### config.mk
export PLATFORM = sky130hd
export DESIGN_NAME = can_filter_fifo_ptr
export DESIGN_NICKNAME = d
export VERILOG_FILES = /design/src/hdl/can_filter_fifo_ptr.v
export VERILOG_INCLUDE_DIRS = /design/src /design/src/hdl
export SDC_FILE = /design/constraint.sdc
export NUM_CORES = 1
export LEC_CHECK = 0
export CORE_UTILIZATION = 25
export CTS_CLUSTER_DIAMETER = 120
export DETAILED_ROUTE_END_ITERATION = 12
export DONT_BUFFER_PORTS = 1
export SYNTH_ARGS = -nofsm -noshare
export SYNTH_HDL_FRONTEND = slang
export SYNTH_SLANG_ARGS = --single-unit
### constraint.sdc
create_clock -name mclk_i -period 3 [get_ports mclk_i]
set_clock_uncertainty 0.1 [all_clocks]
set_input_delay 0.15 -clock mclk_i [delete_from_list [all_inputs] [get_ports mclk_i]]
set_output_delay 0.15 -clock mclk_i [all_outputs]
set_load 0.05 [all_outputs]
### src/hdl/can_regs_map.vh
// register offsets, field positions and reset values of the can filter and fifo pointer block
// included by the design file; holds definitions only
`ifndef CAN_REGS_MAP_VH
`define CAN_REGS_MAP_VH

// byte offsets on the register port
`define OFS_MODULE_CONTROL   10'h000
`define OFS_FILTER_CONTROL_3 10'h004
`define OFS_FIFO_DIRECTION   10'h008
`define OFS_USER_ADVANCE     10'h00C
`define OFS_FIFO_WINDOW      10'h100
`define FIFO_WINDOW_TOP      10'h1FF

// module_control fields
`define MC_ENABLE_BIT        15
`define MC_HALT_IDLE_BIT     13
`define MC_ACTIVE_BIT        11
`define MC_DEVICENET_COMPARE_BIT_COUNT_MSB         4
`define MC_DEVICENET_COMPARE_BIT_COUNT_LSB         0

// filter_control_3 fields
`define FC_EN13_BIT          15
`define FC_FILTER_13_MASK_SELECT_MSB        14
`define FC_FILTER_13_MASK_SELECT_LSB        13
`define FC_FILTER_13_FIFO_SELECT_MSB        12
`define FC_FILTER_13_FIFO_SELECT_LSB        8
`define FC_EN12_BIT          7
`define FC_FILTER_12_MASK_SELECT_MSB        6
`define FC_FILTER_12_MASK_SELECT_LSB        5
`define FC_FILTER_12_FIFO_SELECT_MSB        4
`define FC_FILTER_12_FIFO_SELECT_LSB        0

// devicenet compare count limits
`define DEVICENET_COMPARE_BIT_COUNT_MAX_VALID      5'h12

// reset values
`define MODULE_CONTROL_RST   32'h00000000
`define FILTER_CONTROL_RST   32'h00000000
`define FIFO_DIRECTION_RST   32'h00000000

// fifo message storage
`define MSG_BYTES_DEFAULT    16
`define MSG_BASE_DEFAULT     32'h00000000

`endif

### src/hdl/can_filter_fifo_ptr.v
// can filter control, devicenet compare count and per-fifo pointer read-back
// assumes a single 10 MHz clock, synchronous reset and a register master that
// never issues read and write strobes together
//
// Functional notes
// - halt operation in idle when bit set
// - active flag reads one until fully disabled
// - five-bit devicenet compare count, high values invalid
// - per-filter enable bits at 15 and 7
// - two-bit mask select picks mask 0-3
// - five-bit fifo select names target fifo
// - selects writable only while filter disabled
// - transmit fifo user address is head
// - receive fifo user address is tail
// - user address low two bits zero
// - transmit index is next message sent
// - receive index is next slot stored
// - control bits 12 and 10-5 zero
//
// Added by the designer: strobed register access and the address map.
`timescale 1ns/1ps
`default_nettype none
`include "can_regs_map.vh"

// ----------------------------------------------------------------
// small match queue
// ----------------------------------------------------------------
module match_queue #(
  parameter WIDTH = 7,
  parameter DEPTH = 4,
  parameter AW    = 2
) (
  input  wire             mclk_i,    // system clock
  input  wire             rst_i,     // synchronous reset, active high
  input  wire             in_valid_i, // push request
  output wire             in_ready_o, // space available
  input  wire [WIDTH-1:0] in_data_i,  // pushed word
  output wire             out_valid_i_n, // unused name guard
  output wire             out_valid_o, // word available
  input  wire             out_ready_i, // pop request
  output wire [WIDTH-1:0] out_data_o   // head word
);
  reg [WIDTH-1:0] mem [0:DEPTH-1];
  reg [AW-1:0]    wr_ptr_reg;
  reg [AW-1:0]    rd_ptr_reg;
  reg [AW:0]      count_reg;
  reg             full_reg;
  reg             empty_reg;
  wire            push;
  wire            pop;
  reg  [AW:0]     count_next;

  assign push          = in_valid_i & ~full_reg;
  assign pop           = out_ready_i & ~empty_reg;
  assign in_ready_o    = ~full_reg;
  assign out_valid_o   = ~empty_reg;
  assign out_valid_i_n = empty_reg;
  assign out_data_o    = mem[rd_ptr_reg];

  always @* begin
    count_next = count_reg;
    if (push & ~pop) begin
      count_next = count_reg + 1'b1;
    end else if (pop & ~push) begin
      count_next = count_reg - 1'b1;
    end
  end

  always @(posedge mclk_i) begin
    if (push) begin
      mem[wr_ptr_reg] <= in_data_i;
    end
  end

  always @(posedge mclk_i) begin
    if (rst_i) begin
      wr_ptr_reg <= {AW{1'b0}};
      rd_ptr_reg <= {AW{1'b0}};
      count_reg  <= {(AW+1){1'b0}};
      full_reg   <= 1'b0;
      empty_reg  <= 1'b1;
    end else begin
      if (push) begin
        wr_ptr_reg <= (wr_ptr_reg == DEPTH-1) ? {AW{1'b0}} : wr_ptr_reg + 1'b1;
      end
      if (pop) begin
        rd_ptr_reg <= (rd_ptr_reg == DEPTH-1) ? {AW{1'b0}} : rd_ptr_reg + 1'b1;
      end
      count_reg <= count_next;
      full_reg  <= (count_next == DEPTH);
      empty_reg <= (count_next == {(AW+1){1'b0}});
    end
  end
endmodule

// ----------------------------------------------------------------
// top: registers, filter path and pointer bank
// ----------------------------------------------------------------
module can_filter_fifo_ptr #(
  parameter        NFIFO     = 32,
  parameter        MSG_BYTES = `MSG_BYTES_DEFAULT,
  parameter [31:0] MSG_BASE  = `MSG_BASE_DEFAULT,
  parameter        QDEPTH    = 4
) (
  input  wire        mclk_i,          // system clock, 10 MHz
  input  wire        rst_i,           // synchronous reset, active high
  input  wire [9:0]  addr_i,          // register byte address
  input  wire [31:0] wdata_i,         // write data
  input  wire        wr_i,            // write strobe, one cycle
  input  wire        rd_i,            // read strobe, one cycle
  output reg  [31:0] rdata_o,         // read data, cycle after rd_i
  input  wire        sys_idle_i,      // system is in idle mode
  input  wire        match_valid_i,   // acceptance hit offered
  input  wire        match_filter_i,  // 0 filter 12, 1 filter 13
  output reg         match_ready_o,   // queue had space on the previous cycle
  input  wire        tx_sent_i,       // can side finished one transmit
  input  wire [4:0]  tx_fifo_i,       // fifo of that transmit
  output reg         store_valid_o,   // one-cycle pulse: message stored
  output reg  [4:0]  store_fifo_o,    // fifo that took the message
  output reg  [1:0]  store_mask_o,    // acceptance mask that was used
  output reg  [4:0]  dn_compare_bits_o, // devicenet data bits compared
  output reg         running_o        // can engine is running
);
  // ----------------------------------------------------------------
  // registers
  // ----------------------------------------------------------------
  reg        enable_reg;
  reg        halt_idle_reg;
  reg        active_reg;
  reg [4:0]  devicenet_compare_bit_count_reg;
  reg        en13_reg;
  reg [1:0]  filter_13_mask_select_reg;
  reg [4:0]  filter_13_fifo_select_reg;
  reg        en12_reg;
  reg [1:0]  filter_12_mask_select_reg;
  reg [4:0]  filter_12_fifo_select_reg;
  reg [31:0] dir_reg;
  reg [4:0]  user_idx_reg [0:NFIFO-1];
  reg [4:0]  can_idx_reg  [0:NFIFO-1];
  reg [31:0] read_word;
  integer    i;

  wire [4:0] win_fifo;
  wire       win_hit;
  wire       win_ci;
  wire       wr_ctl;
  wire       wr_flt;
  wire       wr_dir;
  wire       wr_adv;
  wire       run;
  wire       q_in_ready;
  wire       q_out_valid;
  wire [6:0] q_out_data;
  wire       q_pop;
  wire       q_push;
  wire [6:0] q_in_data;
  wire [4:0] pop_fifo;
  wire       pop_rx;
  wire       sel_ctl;
  wire       sel_flt;
  wire       sel_dir;
  wire       sel_adv;

  // one comparator shared by the write strobes and the read mux, so a
  // register can never answer reads at one offset and writes at another
  function at_offset;
    input [9:0] a;
    input [9:0] ofs;
    begin
      at_offset = (a == ofs);
    end
  endfunction

  assign win_hit  = (addr_i >= `OFS_FIFO_WINDOW) && (addr_i <= `FIFO_WINDOW_TOP);
  assign win_fifo = addr_i[7:3];
  assign win_ci   = addr_i[2];
  assign sel_ctl  = at_offset(addr_i, `OFS_MODULE_CONTROL);
  assign sel_flt  = at_offset(addr_i, `OFS_FILTER_CONTROL_3);
  assign sel_dir  = at_offset(addr_i, `OFS_FIFO_DIRECTION);
  assign sel_adv  = at_offset(addr_i, `OFS_USER_ADVANCE);
  assign wr_ctl   = wr_i && sel_ctl;
  assign wr_flt   = wr_i && sel_flt;
  assign wr_dir   = wr_i && sel_dir;
  assign wr_adv   = wr_i && sel_adv;

  assign run = enable_reg & ~(halt_idle_reg & sys_idle_i);

  // message address of one slot; low bits stay clear for any word-multiple size
  function [31:0] slot_addr;
    input [4:0] fifo;
    input [4:0] idx;
    begin
      slot_addr = MSG_BASE + ({22'h000000, fifo, idx} * MSG_BYTES);
      slot_addr[1:0] = 2'h0;
    end
  endfunction

  // indexes wrap at 32 slots, the width of the index field
  function [4:0] next_idx;
    input [4:0] idx;
    begin
      next_idx = idx + 5'h01;
    end
  endfunction

  // ----------------------------------------------------------------
  // match path through the queue
  // ----------------------------------------------------------------
  // disabled filter drops hit
  assign q_push    = match_valid_i & run &
                     (match_filter_i ? en13_reg : en12_reg);
  assign q_in_data = match_filter_i ? {filter_13_mask_select_reg, filter_13_fifo_select_reg} : {filter_12_mask_select_reg, filter_12_fifo_select_reg};
  // draining stalls while halted, and no hits are pushed then, so the queue holds as it is;
  // once disabled the leftovers are dropped, else the active flag never falls
  assign q_pop     = q_out_valid & (run | ~enable_reg);
  assign pop_fifo  = q_out_data[4:0];
  assign pop_rx    = q_out_valid & run & ~dir_reg[pop_fifo];

  match_queue #(
    .WIDTH (7),
    .DEPTH (QDEPTH),
    .AW    (2)
  ) u_queue (
    .mclk_i        (mclk_i),
    .rst_i         (rst_i),
    .in_valid_i    (q_push),
    .in_ready_o    (q_in_ready),
    .in_data_i     (q_in_data),
    .out_valid_i_n (),
    .out_valid_o   (q_out_valid),
    .out_ready_i   (q_pop),
    .out_data_o    (q_out_data)
  );

  // ----------------------------------------------------------------
  // control and filter registers
  // ----------------------------------------------------------------
  always @(posedge mclk_i) begin
    if (rst_i) begin
      enable_reg    <= 1'b0;
      halt_idle_reg <= 1'b0;
      devicenet_compare_bit_count_reg     <= 5'h00;
      en13_reg      <= 1'b0;
      filter_13_mask_select_reg    <= 2'h0;
      filter_13_fifo_select_reg    <= 5'h00;
      en12_reg      <= 1'b0;
      filter_12_mask_select_reg    <= 2'h0;
      filter_12_fifo_select_reg    <= 5'h00;
      dir_reg       <= `FIFO_DIRECTION_RST;
    end else begin
      if (wr_ctl) begin
        enable_reg    <= wdata_i[`MC_ENABLE_BIT];
        halt_idle_reg <= wdata_i[`MC_HALT_IDLE_BIT];
        devicenet_compare_bit_count_reg     <= wdata_i[`MC_DEVICENET_COMPARE_BIT_COUNT_MSB:`MC_DEVICENET_COMPARE_BIT_COUNT_LSB];
      end
      if (wr_flt) begin
        en13_reg <= wdata_i[`FC_EN13_BIT];
        en12_reg <= wdata_i[`FC_EN12_BIT];
        if (!en13_reg) begin
          filter_13_mask_select_reg <= wdata_i[`FC_FILTER_13_MASK_SELECT_MSB:`FC_FILTER_13_MASK_SELECT_LSB];
          filter_13_fifo_select_reg <= wdata_i[`FC_FILTER_13_FIFO_SELECT_MSB:`FC_FILTER_13_FIFO_SELECT_LSB];
        end
        if (!en12_reg) begin
          filter_12_mask_select_reg <= wdata_i[`FC_FILTER_12_MASK_SELECT_MSB:`FC_FILTER_12_MASK_SELECT_LSB];
          filter_12_fifo_select_reg <= wdata_i[`FC_FILTER_12_FIFO_SELECT_MSB:`FC_FILTER_12_FIFO_SELECT_LSB];
        end
      end
      if (wr_dir) begin
        dir_reg <= wdata_i;
      end
    end
  end

  // ----------------------------------------------------------------
  // pointer bank
  // ----------------------------------------------------------------
  // user side: head of a transmit fifo, tail of a receive fifo
  // can side: next slot sent for transmit, next slot stored for receive
  always @(posedge mclk_i) begin
    if (rst_i) begin
      for (i = 0; i < NFIFO; i = i + 1) begin
        user_idx_reg[i] <= 5'h00;
        can_idx_reg[i]  <= 5'h00;
      end
    end else begin
      for (i = 0; i < NFIFO; i = i + 1) begin
        if (wr_adv && (wdata_i[4:0] == i)) begin
          user_idx_reg[i] <= next_idx(user_idx_reg[i]);
        end
        if (pop_rx && (pop_fifo == i)) begin
          can_idx_reg[i] <= next_idx(can_idx_reg[i]);
        end
        if (tx_sent_i && run && dir_reg[i] && (tx_fifo_i == i)) begin
          can_idx_reg[i] <= next_idx(can_idx_reg[i]);
        end
      end
    end
  end

  // ----------------------------------------------------------------
  // status and outputs
  // ----------------------------------------------------------------
  always @(posedge mclk_i) begin
    if (rst_i) begin
      active_reg        <= 1'b0;
      match_ready_o     <= 1'b0;
      store_valid_o     <= 1'b0;
      store_fifo_o      <= 5'h00;
      store_mask_o      <= 2'h0;
      dn_compare_bits_o <= 5'h00;
      running_o         <= 1'b0;
    end else begin
      active_reg    <= enable_reg | q_out_valid;
      match_ready_o <= q_in_ready;
      store_valid_o <= pop_rx;
      if (pop_rx) begin
        store_fifo_o <= pop_fifo;
        store_mask_o <= q_out_data[6:5];
      end
      // invalid codes clamp to full count
      dn_compare_bits_o <= (devicenet_compare_bit_count_reg > `DEVICENET_COMPARE_BIT_COUNT_MAX_VALID) ? `DEVICENET_COMPARE_BIT_COUNT_MAX_VALID : devicenet_compare_bit_count_reg;
      running_o         <= run;
    end
  end

  // ----------------------------------------------------------------
  // read port
  // ----------------------------------------------------------------
  // the word is built combinationally and registered once, so rdata_o
  // stays a plain flip-flop output that holds between reads
  always @* begin
    read_word = 32'h00000000;
    if (sel_ctl) begin
      read_word[`MC_ENABLE_BIT]              = enable_reg;
      read_word[`MC_HALT_IDLE_BIT]           = halt_idle_reg;
      read_word[`MC_ACTIVE_BIT]              = active_reg;
      read_word[`MC_DEVICENET_COMPARE_BIT_COUNT_MSB:`MC_DEVICENET_COMPARE_BIT_COUNT_LSB] = devicenet_compare_bit_count_reg;
    end else if (sel_flt) begin
      read_word[15:0] = {en13_reg, filter_13_mask_select_reg, filter_13_fifo_select_reg,
                         en12_reg, filter_12_mask_select_reg, filter_12_fifo_select_reg};
    end else if (sel_dir) begin
      read_word = dir_reg;
    end else if (win_hit && win_ci) begin
      read_word[4:0] = can_idx_reg[win_fifo];
    end else if (win_hit) begin
      read_word = slot_addr(win_fifo, user_idx_reg[win_fifo]);
    end
  end

  always @(posedge mclk_i) begin
    if (rst_i) begin
      rdata_o <= 32'h00000000;
    end else if (rd_i) begin
      rdata_o <= read_word;
    end
  end
endmodule
`default_nettype wire

==> results of run 1 <==
-- cell usage after synthesis, types with 4 or more instances --
library cell    n  area [sq um]
a211oi_1        8          60.1
a21oi_1        86           430
a221o_1         4          40.0
a22oi_1         7          52.6
a311oi_1        5          43.8
a31oi_1        11          68.8
a32oi_1        16           140
and2_1         11          68.8
and3_1         15          93.8
buf_1           5          18.8
buf_2          25           125
buf_6           4          45.0
clkbuf_1       65           244
dfxtp_1       114          2280
edfxtp_1      348         10500
ha_1           71           888
inv_1          22          82.6
mux2_2         13           146
mux2i_1        31           310
mux4_2        104          2340
nand2_1       172           646
nand2b_1       12          75.1
nand3_1       169           846
nand4_1         7          43.8
nor2_1        312          1170
nor2b_1        54           338
nor3_1         11          55.1
nor3b_1         9          67.6
o21ai_0        65           325
o221ai_1        4          35.0
o22ai_1         8          50.1
o311ai_0        4          35.0
or2_2           5          31.3
or3_1           4          25.0
xnor2_1        66           578
xor2_1        128          1120
-- worst max-delay path: cells and delay by family (launching register included) --
family,cells,cell delay (ps)
simple gates,1,90
mux,3,1270
compound gates,2,280
buf+inv,1,590
flops,1,470
-- layer usage --
metal | vias up | track usage [%] | part of all wire, %
met5 | - | 0 | 0
met1 | 8258 | 18.3 | 44
met3 | 142 | 2.79 | 7.0
met2 | 553 | 20.4 | 45
met4 | 0 | 5.76 | 4.1
li1 | 7859 | - | -
-- power by group --
group / switching [mW] / total [mW] / leakage (nW) / internal (mW)
logic: 0.672 / 1.41 / 4.81 / 0.738
clock network: 2.65 / 6.12 / 0.790 / 3.46
registers: 0.335 / 7.52 / 4.52 / 7.18
total: 3.66 / 15.0 / 10.1 / 11.4
-- worst paths after layout --
| check | start | endpoint | depth (start not counted) |
|---|---|---|---|
| setup reg to reg | can_idx_reg[18][2] | rdata_o[2] | 7 |
| hold reg to reg | devicenet_compare_bit_count_reg[0] | dn_compare_bits_o[0] | 1 |
| hold / removal | rst_i | can_idx_reg[21][0] | 2 |
| setup / recovery | can_idx_reg[18][2] | rdata_o[2] | 7 |
-- logic make-up (layout without fill, tap and decap cells) --
kind of cell | Yosys count | after routing | share of synthesized area [%]
AOI/OAI and AO/OA | 236 | 236 | 6.16
xor gates and xnor gates | 194 | 194 | 7.15
adders and majority gates | 71 | 71 | 3.74
buffers and inverters | 123 | 351 | 2.22
DFF | 462 | 462 | 53.5
muxes | 151 | 152 | 12.1
other | 0 | 3 | 0
and+or+nand+nor | 796 | 796 | 15.1
-- placed cells by master, fill, tap and decap left out, drive strengths merged, types with 4 or more instances in the layout --
master,n
xnor2,66
or3,5
nor2,312
dfxtp,114
or2,6
inv,25
a32oi,16
nand2b,12
clkbuf,61
a221o,4
nand3,169
edfxtp,348
o221ai,6
clkinv,23
and3,15
nand2,172
o311ai,4
xor2,128
a31oi,11
nand4,7
and2,11
mux2i,31
mux2,13
a211oi,8
a22oi,7
nor3,13
o21ai,65
mux4,108
ha,71
a21oi,86
a311oi,5
dlygate4sd3,120
buf,117
o22ai,9
nor2b,54
nor3b,9
-- metrics by stage --
step / TNS [ps] / instances / power, mW / worst slack [ps] / hold WS [ps]
after floorplan: -2160 / 2033 / 8.57 / -112 / 186
after global placement: 0 / 3283 / 8.85 / 32.3 / 138
after detailed placement: -135 / 3283 / 8.87 / -27.0 / 141
after CTS: 0 / 3497 / 15.2 / 21.0 / 14.1
after global routing: 0 / 3516 / 15.6 / 3.96 / 45.7
final: 0 / 3519 / 15.0 / 48.1 / 32.2
-- area by class of cell --
| class | instances | area share, % |
|---|---|---|
| antenna | 3 | 0.0261 |
| clock buffer | 61 | 4.68 |
| clock inverter | 30 | 0.919 |
| inverter | 23 | 0.300 |
| multi-input combinational | 1449 | 36.8 |
| sequential | 462 | 44.3 |
| tap | 1254 | 5.46 |
| timing repair buffer | 237 | 7.48 |
-- repair_timing --
item                                    in CTS  in global routing
buffers inserted                             0                 19
cloned                                       0                  1
endpoints found under the setup margin       5                 70
hold buffers                               123                  0
endpoints found under the hold margin      410                  0
resized for setup                            1                  5
==> impl_metrics.ini, run 1 <==
[floorplan]
fp-row-count = 112
initial_core_util_pct = 25.4
die_height_microns = 310
ios = 102
dieArea_sq_um = 96400
core_area_sq_um = 93700
die_w_microns = 310

[setup_path]
slowest_delay_ps = 590
startpoint_type = register
critPathCaptureType = register
crit_chain = mux4_2 -> mux4_2 -> mux2i_1 -> nor2_1 -> a311oi_2 -> a211oi_1 -> dlygate4sd3_1
cpMaxStageDelayCell = dlygate4sd3_1
critPathKind = register to register
arrival_ps = 3300
r2r_setup_slack_ps = 50
crit_required_ps = 3350
cp_common_cell = mux4_2
critPathMaxFanout = 4

[place]
io_buffers = 0
place_area_sq_um = 25700
place_congestion = 0.869
dp_hpwl_microns = 45700

[synthesis]
syn_area_sq_um = 23800
synth-edff-count = 348
yosysWarnings = 0
syn_inst = 2033
ys_seq_elements = 462
yosysSeqAreaShare_pct = 53.5
syn_nets = 2159
synth_cell_types = 63
ys.flop_type = edfxtp_1
async_reset_ff_share_pct = 0
avgSynthCellArea_sq_um = 11.7

[clocking]
numClockSinks = 462
htreeDepth = 2
root_buffer = clkbuf_16
path_clk_slew_ps = 60
cts-buffers-inserted = 50
insertion_delay_ps = 600
cts.path.max_buffers = 3
cts_tree = yes

[layout]
nFillCells = 9464
final_nets = 2349
seq_area_sq_um = 12700
final_cell_area_sq_um = 28700
fin_util_pct = 30.7
multi_input_area_sq_um = 10600
layout-drive-gt1-share_pct = 14.6
syn_to_final_growth_pct = 20.9

[timing]
finalCritPeriodShare_pct = 98.4
fmax_mhz = 339
fin_crit_ps = 2950
rsz0062_at_grt = false
setup-violations-final = 0
hold_viol = 0
relSlewSlack_pct = 35.9
tightestPinTransition_ps = 953
slew_violations = 0

[drt]
vias = 16800
drt_first_pass_iters = 6
finalWirelength_microns = 66000
drtIter0Drc = 1621
final_antenna_net_count = 0
vias_per_cell = 4.78
post_drt_wl_per_cell_microns = 18.7
drt_drc_violations_left = 0

[global_route]
grt_pass1_wl_microns = 99300
grtUsageTotal_pct = 13.4
first_global_vias = 16200
grt_start_max_net_pins = 162
gr-total-overflow = 0
antenna_found_initial = 2

[hold_path]
hold_class = input port to register

[power]
vdd_drop_max_uv = 400
power_leakage_nw = 10.1
power_density_nw_per_um2 = 523

[flow_run]
cap_violations = 0

[status]
status = completed
Power figures use the tool's default switching activity.
==> inputs of run 2 (changes only) <==
- BUFFER_PORTS_ARGS: default -> -buffer_cell sky130_fd_sc_hd__buf_4
- CTS_CLUSTER_DIAMETER: 120 -> 50
- DONT_BUFFER_PORTS: 1 -> default
==> impl_metrics.ini, run 2 (synthesis gave the netlist of run 1 again) <==
[status]
status = completed

[timing]
slew_violations = 0
rsz0062_at_grt = false
finalCritPeriodShare_pct = 96.4
setup-violations-final = 0
hold_viol = 0
tightestPinTransition_ps = 942
relSlewSlack_pct = 36.3
fmax_mhz = 346
worst_slack_ps = 108
fin_crit_ps = 2890

[layout]
multi_input_area_sq_um = 10600
final_common_cell = edfxtp_1
final_cell_mix = 348 x edfxtp_1, 311 x nor2_1, 218 x buf_4
syn_to_final_growth_pct = 21.1
seq_area_sq_um = 12700
layoutNonFillerInstCount = 3550
layout-drive-gt1-share_pct = 19.2
fin_util_pct = 30.7
final_nets = 2377
nFillCells = 9485

[clocking]
numClockSinks = 462
htreeDepth = 2
root_buffer = clkbuf_16
insertion_delay_ps = 620
path_clk_slew_ps = 60
cts_tree = yes
cts.path.max_buffers = 3
cts-buffers-inserted = 52

[setup_path]
startpoint_type = register
critPathCaptureType = register
r2r_setup_slack_ps = 110
crit_required_ps = 3230
critPathMaxFanout = 10
arrival_ps = 3120
critPathKind = register to register

[global_route]
gr-total-overflow = 0
first_global_vias = 16200
grt_start_max_net_pins = 149
grt_pass1_wl_microns = 97600
grtUsageTotal_pct = 13.2
antenna_found_initial = 4

[place]
pre_cts_slack_ps = 11.3
dp_hpwl_microns = 47700
place_inst = 3411
io_buffers = 101
place_congestion = 0.845

[floorplan]
ios = 102
initial_core_util_pct = 25.4
die_height_microns = 310
die_w_microns = 310
fp-row-count = 112
dieArea_sq_um = 96400
core_area_sq_um = 93700

[hold_path]
hold_class = input port to register

[drt]
vias = 16800
vias_per_cell = 4.74
drt_drc_violations_left = 0
finalWirelength_microns = 64600
drtIter0Drc = 1466
post_drt_wl_per_cell_microns = 18.2
drt_first_pass_iters = 5
final_antenna_net_count = 0

[power]
vdd_drop_max_uv = 396
power_mw = 15.4
power_density_nw_per_um2 = 533
power_leakage_nw = 10.1

[flow_run]
cap_violations = 0
run 2: final timing paths:
check,startpoint,cells past startpoint,end
max,register,7,can_idx_reg[25][4]
min,match_valid_i,5,u_queue.count_reg[1]
min reg2reg,u_queue.full_reg,1,match_ready_o
max reg2reg,register,7,can_idx_reg[25][4]
run 2: metrics by stage:
step	setup TNS [ps]	hold WS [ps]	area (sq um)
after floorplan	-2160	186	23800
after global placement	0	301	26700
after detailed placement	0	301	26700
after CTS	0	9.23	28800
after global routing	0	45.2	28800
final	0	39.2	28800
run 2: final cells by class:
type	count	share of cell area, %
Inverter	23	0.300
Sequential cell	462	44.2
Clock buffer	73	5.15
Multi-Input combinational cell	1449	36.7
Tap cell	1254	5.45
Clock inverter	25	0.726
Timing Repair Buffer	263	7.47
Antenna cell	1	0.00869
run 2: power by group:
group / switching, mW / internal, mW / leakage, nW
sequential: 0.298 / 7.18 / 4.52
combinational: 0.843 / 0.761 / 4.75
clock: 2.69 / 3.57 / 0.824
run 2: routing by layer:
metal / up-vias / global-route usage [%] / share of wire [%]
met1: 8295 / 17.6 / 44
met4: 8 / 4.54 / 3.1
met2: 473 / 21.4 / 47
li1: 7919 / - / -
met3: 120 / 2.42 / 5.9
met5: - / 0 / 0.082
run 2: timing repair:
item	CTS	global route
setup endpoints to repair	0	110
endpoints found under the hold margin	93	0
hold buffers	38	0
resized for setup	0	5
buffers inserted	0	1
run 2: worst max-delay path, stage by stage, from the launching register on:
cell and delay, ps:
dfxtp_2 440, mux4_2 540, buf_4 200, mux2i_1 230
o22ai_1 130, or3_1 440, o21ai_0 310, buf_4 220
